`config.mk`:
```
export PLATFORM = sky130hd
export DESIGN_NAME = dbc_debug_controller
export DESIGN_NICKNAME = d
export VERILOG_FILES = /design/src/dbc_pkg.sv /design/src/dbc_debug_controller.sv
export VERILOG_INCLUDE_DIRS = /design/src
export SDC_FILE = /design/constraint.sdc
export NUM_CORES = 1
export LEC_CHECK = 0
export BUFFER_PORTS_ARGS = -buffer_cell sky130_fd_sc_hd__buf_2
export CAP_MARGIN = 10
export CORE_AREA = 5 5 100 102
export DETAILED_ROUTE_END_ITERATION = 8
export DIE_AREA = 0 0 105 107
export HOLD_SLACK_MARGIN = 0.08
export PLACE_DENSITY_LB_ADDON = 0.1
export SLEW_MARGIN = 15
export SYNTH_ARGS = -nofsm -noshare
export SYNTH_HDL_FRONTEND = slang
export SYNTH_SLANG_ARGS = --single-unit
```
`constraint.sdc`:
```
create_clock -name clk_sys -period 2.4 [get_ports clk_sys]
set_clock_uncertainty 0.05 [all_clocks]
set_input_delay 0.12 -clock clk_sys [delete_from_list [all_inputs] [get_ports clk_sys]]
set_output_delay 0.12 -clock clk_sys [all_outputs]
set_load 0.1 [all_outputs]
```
`src/dbc_regs.svh`:
```
`ifndef DBC_REGS_SVH
`define DBC_REGS_SVH

// ----------------------------------------------------------------
// Serial link timing, counted in debug clock ticks
// ----------------------------------------------------------------
`define DBC_BIT_TICKS 5'd16
`define DBC_SAMPLE_TICK 5'd10
`define DBC_DRIVE_END 5'd13
`define DBC_TIMEOUT_TICKS 10'd512

// ----------------------------------------------------------------
// Serial command codes
// ----------------------------------------------------------------
`define DBC_CMD_RD_STATUS 8'h01
`define DBC_CMD_WR_CONTROL 8'h02
`define DBC_CMD_RD_BKPT 8'h03
`define DBC_CMD_WR_BKPT 8'h04

// ----------------------------------------------------------------
// debug_status_control field positions and reset values
// ----------------------------------------------------------------
`define DBC_SCR_MODE_EN 7
`define DBC_SCR_BG_ACTIVE 6
`define DBC_SCR_MATCH_EN 5
`define DBC_SCR_CLK_SEL 3
`define DBC_SCR_WAIT_STOP 2
`define DBC_SCR_WS_FAIL 1
`define DBC_SCR_DV_FAIL 0
`define DBC_SCR_RESET 8'h00
`define DBC_BKPT_RESET 16'h0000

`endif

```
`src/dbc_pkg.sv`:
```
`default_nettype none

package dbc_pkg;

  // Serial link sequencer states
  typedef enum logic [1:0] {
    ST_IDLE = 2'b00,
    ST_CMD = 2'b01,
    ST_WDATA = 2'b10,
    ST_RDATA = 2'b11
  } dbc_state_t;

  // Read-only status reported by the processor core
  typedef struct packed {
    logic bgActive;
    logic waitStop;
    logic waitStopFail;
    logic dataValidFail;
  } dbc_cpu_status_t;

endpackage : dbc_pkg

`default_nettype wire

```
`src/dbc_debug_controller.sv`:
```
`include "dbc_regs.svh"
`default_nettype none

// Behaviour
// - Bits travel MSB first, 16 debug clock ticks per bit nominally.
// - 512 ticks without a host edge abort the command, nothing changed.
// - Pin is pseudo-open-drain; each side releases it when not driving.
// - Clock source select picks bus clock or alternate debug clock.
// - Pin timing runs on the debug clock; host edges are synchronised.
// - Pulled-up pin at reset gives normal mode; held low forces background.
// - Serial traffic is accepted any time, no reset needed first.
// - With breakpoint enable set, triggers raise a breakpoint request.
// - Breakpoint kind select chooses tag-type or force-type handling.
// - Tag marks the opcode entering queue; at pipe end halt instead.
// - Force breakpoint finishes current instruction, then enters background.
// - Without debug mode enable, breakpoints run software interrupt instead.
// - Holds an 8-bit status/control and a 16-bit breakpoint address.
// - Both registers reached only by serial commands, never by programs.
// - Debug mode enable writes are ignored during active background mode.
// - Four status bits are read-only, never changed by write-control.
// - Clock source select is readable and writable at any time.
module dbc_debug_controller
  import dbc_pkg::*;
(
  input wire logic clk_sys,
  input wire logic rst_b,
  input wire logic busTick,
  input wire logic altTick,
  input wire logic debugPinIn,
  output logic debugPinOut,
  output logic debugPinOe,
  output logic forceBackgroundMode,
  input wire dbc_cpu_status_t cpuStatus,
  input wire logic breakEnable,
  input wire logic breakKindTag,
  input wire logic triggerIn,
  input wire logic [15:0] cpuAddr,
  input wire logic cpuAddrValid,
  input wire logic opcodeEnter,
  input wire logic tagRetire,
  input wire logic instrDone,
  output logic tagOpcode,
  output logic haltToDebug,
  output logic softwareInterrupt
);

  // ----------------------------------------------------------------
  // Reset release and state
  // ----------------------------------------------------------------
  logic rstMeta_q, rstSync_q, rstN;
  logic pinMeta_q, pinSync_q, pinPrev_q;
  logic [1:0] strapWait_q;
  logic strapDone_q, forceBg_q;
  dbc_state_t state_q, state_d;
  logic [4:0] tickCnt_q, bitsLeft_q;
  logic [9:0] idleCnt_q;
  logic bitActive_q, driveWin_q, driveBit_q, pinOe_q;
  logic [15:0] shift_q, bkpt_q;
  logic [7:0] cmd_q;
  logic modeEn_q, matchEn_q, clkSel_q;
  logic tagOpcode_q, forcePend_q, halt_q, swi_q;

  // Async assert, two-flop synchronous release
  always_ff @(posedge clk_sys or negedge rst_b) begin
    if (!rst_b) begin
      rstMeta_q <= 1'b0;
      rstSync_q <= 1'b0;
    end else begin
      rstMeta_q <= 1'b1;
      rstSync_q <= rstMeta_q;
    end
  end
  assign rstN = rstSync_q;

  // ----------------------------------------------------------------
  // Pin synchroniser and debug clock selection
  // ----------------------------------------------------------------
  // Host edges are asynchronous; only pinSync_q and later are inspected
  always_ff @(posedge clk_sys or negedge rstN) begin
    if (!rstN) begin
      pinMeta_q <= 1'b1;
      pinSync_q <= 1'b1;
      pinPrev_q <= 1'b1;
    end else begin
      pinMeta_q <= debugPinIn;
      pinSync_q <= pinMeta_q;
      pinPrev_q <= pinSync_q;
    end
  end

  logic fallEdge, dbgTick, timeout, sampleNow, lastBit, cmdDone, wdataDone;
  logic [15:0] rxWord;
  logic [7:0] scrImage;
  assign fallEdge = pinPrev_q & ~pinSync_q;
  assign dbgTick = clkSel_q ? busTick : altTick;
  assign timeout = (idleCnt_q == `DBC_TIMEOUT_TICKS);
  assign sampleNow = bitActive_q & dbgTick & (tickCnt_q == `DBC_SAMPLE_TICK - 5'd1);
  assign lastBit = sampleNow & (bitsLeft_q == 5'd1);
  assign rxWord = {shift_q[14:0], pinSync_q};
  assign cmdDone = (state_q == ST_CMD) & lastBit & ~timeout;
  assign wdataDone = (state_q == ST_WDATA) & lastBit & ~timeout;
  assign scrImage = {modeEn_q, cpuStatus.bgActive, matchEn_q, 1'b0, clkSel_q,
                     cpuStatus.waitStop, cpuStatus.waitStopFail, cpuStatus.dataValidFail};

  // ----------------------------------------------------------------
  // Reset strap: low pin after release forces background mode
  // ----------------------------------------------------------------
  // Wait for the synchroniser to fill before trusting the pin level
  always_ff @(posedge clk_sys or negedge rstN) begin
    if (!rstN) begin
      strapWait_q <= 2'd0;
      strapDone_q <= 1'b0;
      forceBg_q <= 1'b0;
    end else if (!strapDone_q) begin
      strapWait_q <= strapWait_q + 2'd1;
      if (strapWait_q == 2'd3) begin
        strapDone_q <= 1'b1;
        forceBg_q <= ~pinSync_q;
      end
    end
  end
  assign forceBackgroundMode = forceBg_q;

  // ----------------------------------------------------------------
  // Bit timing: tick counter and inactivity watchdog
  // ----------------------------------------------------------------
  // Tick counter saturates so a stalled bit cannot wrap into a false sample
  always_ff @(posedge clk_sys or negedge rstN) begin
    if (!rstN) begin
      tickCnt_q <= 5'h1f;
      idleCnt_q <= 10'h000;
      bitActive_q <= 1'b0;
    end else begin
      if (fallEdge) begin
        tickCnt_q <= 5'h00;
      end else if (dbgTick && tickCnt_q != 5'h1f) begin
        tickCnt_q <= tickCnt_q + 5'h01;
      end
      if (fallEdge || state_q == ST_IDLE) begin
        idleCnt_q <= 10'h000;
      end else if (dbgTick && !timeout) begin
        idleCnt_q <= idleCnt_q + 10'h001;
      end
      if (fallEdge) begin
        bitActive_q <= 1'b1;
      end else if (sampleNow) begin
        bitActive_q <= 1'b0;
      end
    end
  end

  // ----------------------------------------------------------------
  // Sequencer: command byte, then write data or read data
  // ----------------------------------------------------------------
  // Idle accepts a new command at any falling edge, whatever the core is doing
  always_comb begin
    state_d = state_q;
    case (state_q)
      ST_IDLE: begin
        if (fallEdge) begin
          state_d = ST_CMD;
        end
      end
      ST_CMD: begin
        if (cmdDone) begin
          case (rxWord[7:0])
            `DBC_CMD_RD_STATUS, `DBC_CMD_RD_BKPT: state_d = ST_RDATA;
            `DBC_CMD_WR_CONTROL, `DBC_CMD_WR_BKPT: state_d = ST_WDATA;
            default: state_d = ST_IDLE;
          endcase
        end
      end
      ST_WDATA: begin
        if (wdataDone) begin
          state_d = ST_IDLE;
        end
      end
      ST_RDATA: begin
        if (lastBit) begin
          state_d = ST_IDLE;
        end
      end
      default: state_d = ST_IDLE;
    endcase
    if (timeout) begin
      state_d = ST_IDLE;
    end
  end

  always_ff @(posedge clk_sys or negedge rstN) begin
    if (!rstN) begin
      state_q <= ST_IDLE;
    end else begin
      state_q <= state_d;
    end
  end

  // Shifter: received bits enter LSB, transmitted bits leave MSB
  always_ff @(posedge clk_sys or negedge rstN) begin
    if (!rstN) begin
      shift_q <= 16'h0000;
      bitsLeft_q <= 5'd8;
      cmd_q <= 8'h00;
    end else if (state_q == ST_IDLE) begin
      bitsLeft_q <= 5'd8;
    end else if (cmdDone) begin
      cmd_q <= rxWord[7:0];
      case (rxWord[7:0])
        `DBC_CMD_RD_STATUS: begin
          shift_q <= {scrImage, 8'h00};
          bitsLeft_q <= 5'd8;
        end
        `DBC_CMD_RD_BKPT: begin
          shift_q <= bkpt_q;
          bitsLeft_q <= 5'd16;
        end
        `DBC_CMD_WR_CONTROL: bitsLeft_q <= 5'd8;
        `DBC_CMD_WR_BKPT: bitsLeft_q <= 5'd16;
        default: bitsLeft_q <= 5'd8;
      endcase
    end else if (sampleNow) begin
      shift_q <= (state_q == ST_RDATA) ? {shift_q[14:0], 1'b0} : rxWord;
      bitsLeft_q <= bitsLeft_q - 5'd1;
    end
  end

  // ----------------------------------------------------------------
  // Serial-only registers
  // ----------------------------------------------------------------
  // Writes commit only after the final bit, so an abort leaves them intact
  always_ff @(posedge clk_sys or negedge rstN) begin
    if (!rstN) begin
      modeEn_q <= 1'(`DBC_SCR_RESET >> `DBC_SCR_MODE_EN);
      matchEn_q <= 1'(`DBC_SCR_RESET >> `DBC_SCR_MATCH_EN);
      clkSel_q <= 1'(`DBC_SCR_RESET >> `DBC_SCR_CLK_SEL);
      bkpt_q <= `DBC_BKPT_RESET;
    end else if (wdataDone) begin
      if (cmd_q == `DBC_CMD_WR_CONTROL) begin
        if (!cpuStatus.bgActive) begin
          modeEn_q <= rxWord[`DBC_SCR_MODE_EN];
        end
        matchEn_q <= rxWord[`DBC_SCR_MATCH_EN];
        clkSel_q <= rxWord[`DBC_SCR_CLK_SEL];
      end else if (cmd_q == `DBC_CMD_WR_BKPT) begin
        bkpt_q <= rxWord;
      end
    end
  end

  // ----------------------------------------------------------------
  // Pin driver: low only, released after the drive window
  // ----------------------------------------------------------------
  // A one bit is left to the pull-up, so the target never fights the host high
  always_ff @(posedge clk_sys or negedge rstN) begin
    if (!rstN) begin
      driveWin_q <= 1'b0;
      driveBit_q <= 1'b1;
      pinOe_q <= 1'b0;
    end else begin
      if (fallEdge && state_q == ST_RDATA) begin
        driveWin_q <= 1'b1;
        driveBit_q <= shift_q[15];
      end else if (timeout || tickCnt_q >= `DBC_DRIVE_END) begin
        driveWin_q <= 1'b0;
      end
      pinOe_q <= driveWin_q & ~driveBit_q & (state_q == ST_RDATA) & ~timeout;
    end
  end
  assign debugPinOut = 1'b0;
  assign debugPinOe = pinOe_q;

  // ----------------------------------------------------------------
  // Hardware breakpoints
  // ----------------------------------------------------------------
  logic addrHit, trigger;
  assign addrHit = matchEn_q & cpuAddrValid & (cpuAddr == bkpt_q);
  assign trigger = breakEnable & (triggerIn | addrHit);

  // Force request waits for the instruction end; a new trigger wins over the clear
  always_ff @(posedge clk_sys or negedge rstN) begin
    if (!rstN) begin
      tagOpcode_q <= 1'b0;
      forcePend_q <= 1'b0;
      halt_q <= 1'b0;
      swi_q <= 1'b0;
    end else begin
      tagOpcode_q <= trigger & breakKindTag & opcodeEnter;
      forcePend_q <= (trigger & ~breakKindTag) | (forcePend_q & ~instrDone);
      halt_q <= (tagRetire | (forcePend_q & instrDone)) & modeEn_q;
      swi_q <= (tagRetire | (forcePend_q & instrDone)) & ~modeEn_q;
    end
  end
  assign tagOpcode = tagOpcode_q;
  assign haltToDebug = halt_q;
  assign softwareInterrupt = swi_q;
endmodule : dbc_debug_controller

`default_nettype wire

```
==> flow_summary.ini <==
[power_and_ir_drop]
comb_power_share_pct = 16.8
p_seq_share_pct = 48.2
p_int_w = 0.00240
swShare_pct = 27.5
power_w = 0.00332
p_per_area_nw_per_um2 = 680
power_switching_w = 0.000913
p_clk_share_pct = 35.0
p_leak_nw = 2.30
irDropWorstVdd_mv = 0.286

[sta]
grt_setup_unrepaired = yes
hold_viol = 0
max_slew_margin_pct = 51.8
slew_violations = 0
finalSetupTns_ns = 0
worstMarginPinSlew_ns = 0.717
fmax_ghz = 0.420
fin_crit_ns = 2.38
period_share_pct = 99.1
setup_viol = 0

[die]
start_util_pct = 44.1
row_count = 35
die_h_um = 107
io_pins = 38
dieArea_sq_um = 11200
core-area_sq_um = 9020
die_w_um = 105

[finish]
area_delta_synth_final_pct = 22.7
nets = 465
mostFrequentLayoutCells = dfrtp_1, buf_2, mux2_2
instances_no_fill = 541
diodes = 0
layout_commonest_cell = dfrtp_1
final_layout_size_suffix_gt1_share_pct = 31.6

[hold_path]
holdCritPathClass = reg2async

[global_route]
grt_max_degree = 45
antenna_found_initial = 0
grt_pass1_wl_um = 14700
overflow = 0
grt_use_total_pct = 16.4
grt_pass1_vias = 2883

[place]
portBuffers = 36
hpwl_um = 6410
gp_congestion = 0.773
dp_cells = 509

[setup_path]
crit_path_cell_trace = ha_2 > nand3b_1 > nor3_4 > nand3_2 > buf_6 > or4_4 > o21ai_0
crit_fanout = 7
start_kind = flop
crit_type = reg2reg
cp.required_ns = 2.62
endpoint_kind = flop
slowest_stage = or4_4
slowest_delay_ns = 0.57
arrival_ns = 2.60

[synth]
synth-seq-cells = 82
async_reset_ff_share_pct = 100
synth_edf_count = 0
yosys.cell_types.count = 53
synth_area_sq_um = 3980
postSynthCellCount = 347
ys_seq_area_share_pct = 51.9
syn_avg_cell_area_sq_um = 11.5
yosysWarningCount = 0
synth_flop_cell = dfrtp_1
syn_nets = 387

[clocking]
cts_sinks = 82
cts_root_buffer = clkbuf_8
clockBufferDepth = 2
cts_buffers = 9
cts_tree = yes
htree_levels = 3
cts.clk_slew.worst_paths_ns = 0.09
clk_latency_ns = 0.35

[drt]
initialDrtViolationCount = 128
vias_per_cell = 5.38
drc_errors = 0
wl_per_cell_um = 16.6
ant_nets = 0
vias = 2912
drt-total-wl_um = 8990
firstDrtPassIters = 4

[job]
drv_cap = 0

[status]
outcome = finished clean
## flip-flops by register name, summed over array words and instances, names as in the netlist, 2 cells and up
signal / cells
bkpt_q: 16
shift_q: 16
idleCnt_q: 10
cmd_q: 8
bitsLeft_q: 5
tickCnt_q: 5
state_q: 2
strapWait_q: 2
## logic make-up (layout without fill, tap and decap cells)
kind of cell | Yosys count | after routing | synth area share [%]
muxes | 40 | 40 | 11.0
xor gates and xnor gates | 28 | 28 | 6.17
and+or+nand+nor | 105 | 105 | 15.3
other | 2 | 2 | 0.189
DFF | 82 | 82 | 51.9
AOI/OAI and AO/OA | 63 | 63 | 10.9
adders and majority gates | 8 | 8 | 2.52
buffers and inverters | 19 | 102 | 2.05
## routing by layer
metal  vias up  global-route usage, %  routed length [um]
li1       1408                      -                   -
met1      1444                   22.9                4300
met2        53                   25.9                4330
met3         7                   2.95                 274
met4         0                   5.30                  85
met5         -                      0                   0
## through the flow
step                hold slack (ns)  utilization (%)  setup WS (ns)  area (sq um)
floorplan                    -0.226                -         0.0410          3980
global placement             -0.144             49.5          0.108          4470
detailed placement           -0.142             49.5         0.0606          4470
CTS                           0.275             53.6         0.0724          4830
global route                  0.302             54.1        -0.0577          4880
finish                        0.242             54.1         0.0209          4880
## critical path: cells and delay by family (launching register included)
kind | cells | cell delay [ns]
fa+ha+maj | 1 | 0.19
flops | 1 | 0.54
buf+inv | 1 | 0.16
simple gates | 4 | 1.16
compound gates | 1 | 0.20
## timing repair
| item | in CTS | in global routing |
|---|---|---|
| hold buffers | 13 | 0 |
| resized for setup | 0 | 9 |
| setup buffers | 0 | 3 |
| hold endpoints to repair | 11 | 0 |
| endpoints found under the setup margin | 0 | 9 |
## synthesized netlist by cell type (2+ instances only)
cell type | instances | area (sq um)
nor2b_1 | 4 | 25.0
a22o_1 | 7 | 61.3
a22oi_1 | 10 | 75.1
o21ai_0 | 13 | 65.1
nand3b_1 | 2 | 15.0
clkbuf_1 | 7 | 26.3
nor3_1 | 8 | 40.0
or3_1 | 5 | 31.3
nor2_1 | 25 | 93.8
a211oi_1 | 2 | 15.0
xor2_1 | 10 | 87.6
buf_2 | 2 | 10.0
conb_1 | 2 | 7.51
buf_4 | 2 | 15.0
and3b_1 | 2 | 17.5
dfrtp_1 | 72 | 1800
or2_2 | 2 | 12.5
nand3_1 | 9 | 45.0
nand2_1 | 16 | 60.1
nand4_1 | 10 | 62.6
ha_1 | 8 | 100
and3_1 | 3 | 18.8
a21o_1 | 9 | 67.6
nor4_1 | 4 | 25.0
nand2b_1 | 2 | 12.5
nor4_2 | 2 | 25.0
a21oi_1 | 10 | 50.1
o31ai_1 | 4 | 30.0
dfstp_2 | 10 | 263
mux2i_1 | 10 | 100
xnor2_1 | 18 | 158
mux2_2 | 29 | 327
inv_1 | 8 | 30.0
## power groups by stage
stage,registers [W],logic (W),clock network (W)
after global routing,0.00162,0.000620,0.00126
after global placement,0.00162,0.000532,0
after CTS,0.00160,0.000558,0.00120
after floorplan,0.00162,0.000353,0
final,0.00160,0.000556,0.00116
after detailed placement,0.00163,0.000538,0
## layout make-up
class                           count  area [sq um]
Clock buffer                       11           151
Clock inverter                      5          85.1
Fill cell                         811          4140
Inverter                            8          30.0
Multi-Input combinational cell    246          1850
Sequential cell                    82          2070
Tap cell                          111           139
Timing Repair Buffer               78           557
## path summary, 6_finish.rpt
check / from / to / slack [ns] / cells after the start
worst max-delay path: tickCnt_q[0]$_DFFE_PN1P_ / shift_q[9]$_DFFE_PN0P_ / 0.02 / 7
worst min-delay path: rstN$_DFF_PN0_ / bkpt_q[5]$_DFFE_PN0P_ / 0.24 / 0
worst max register to register: tickCnt_q[0]$_DFFE_PN1P_ / shift_q[9]$_DFFE_PN0P_ / 0.02 / 7
worst min register to register: rstN$_DFF_PN0_ / bkpt_q[5]$_DFFE_PN0P_ / 0.24 / 0
max in group asynchronous: rstN$_DFF_PN0_ / tickCnt_q[0]$_DFFE_PN1P_ / 1.37 / 1
min in group clk_sys: rstMeta_q$_DFF_PN0_ / rstN$_DFF_PN0_ / 0.31 / 0
Power figures use the tool's default switching activity.
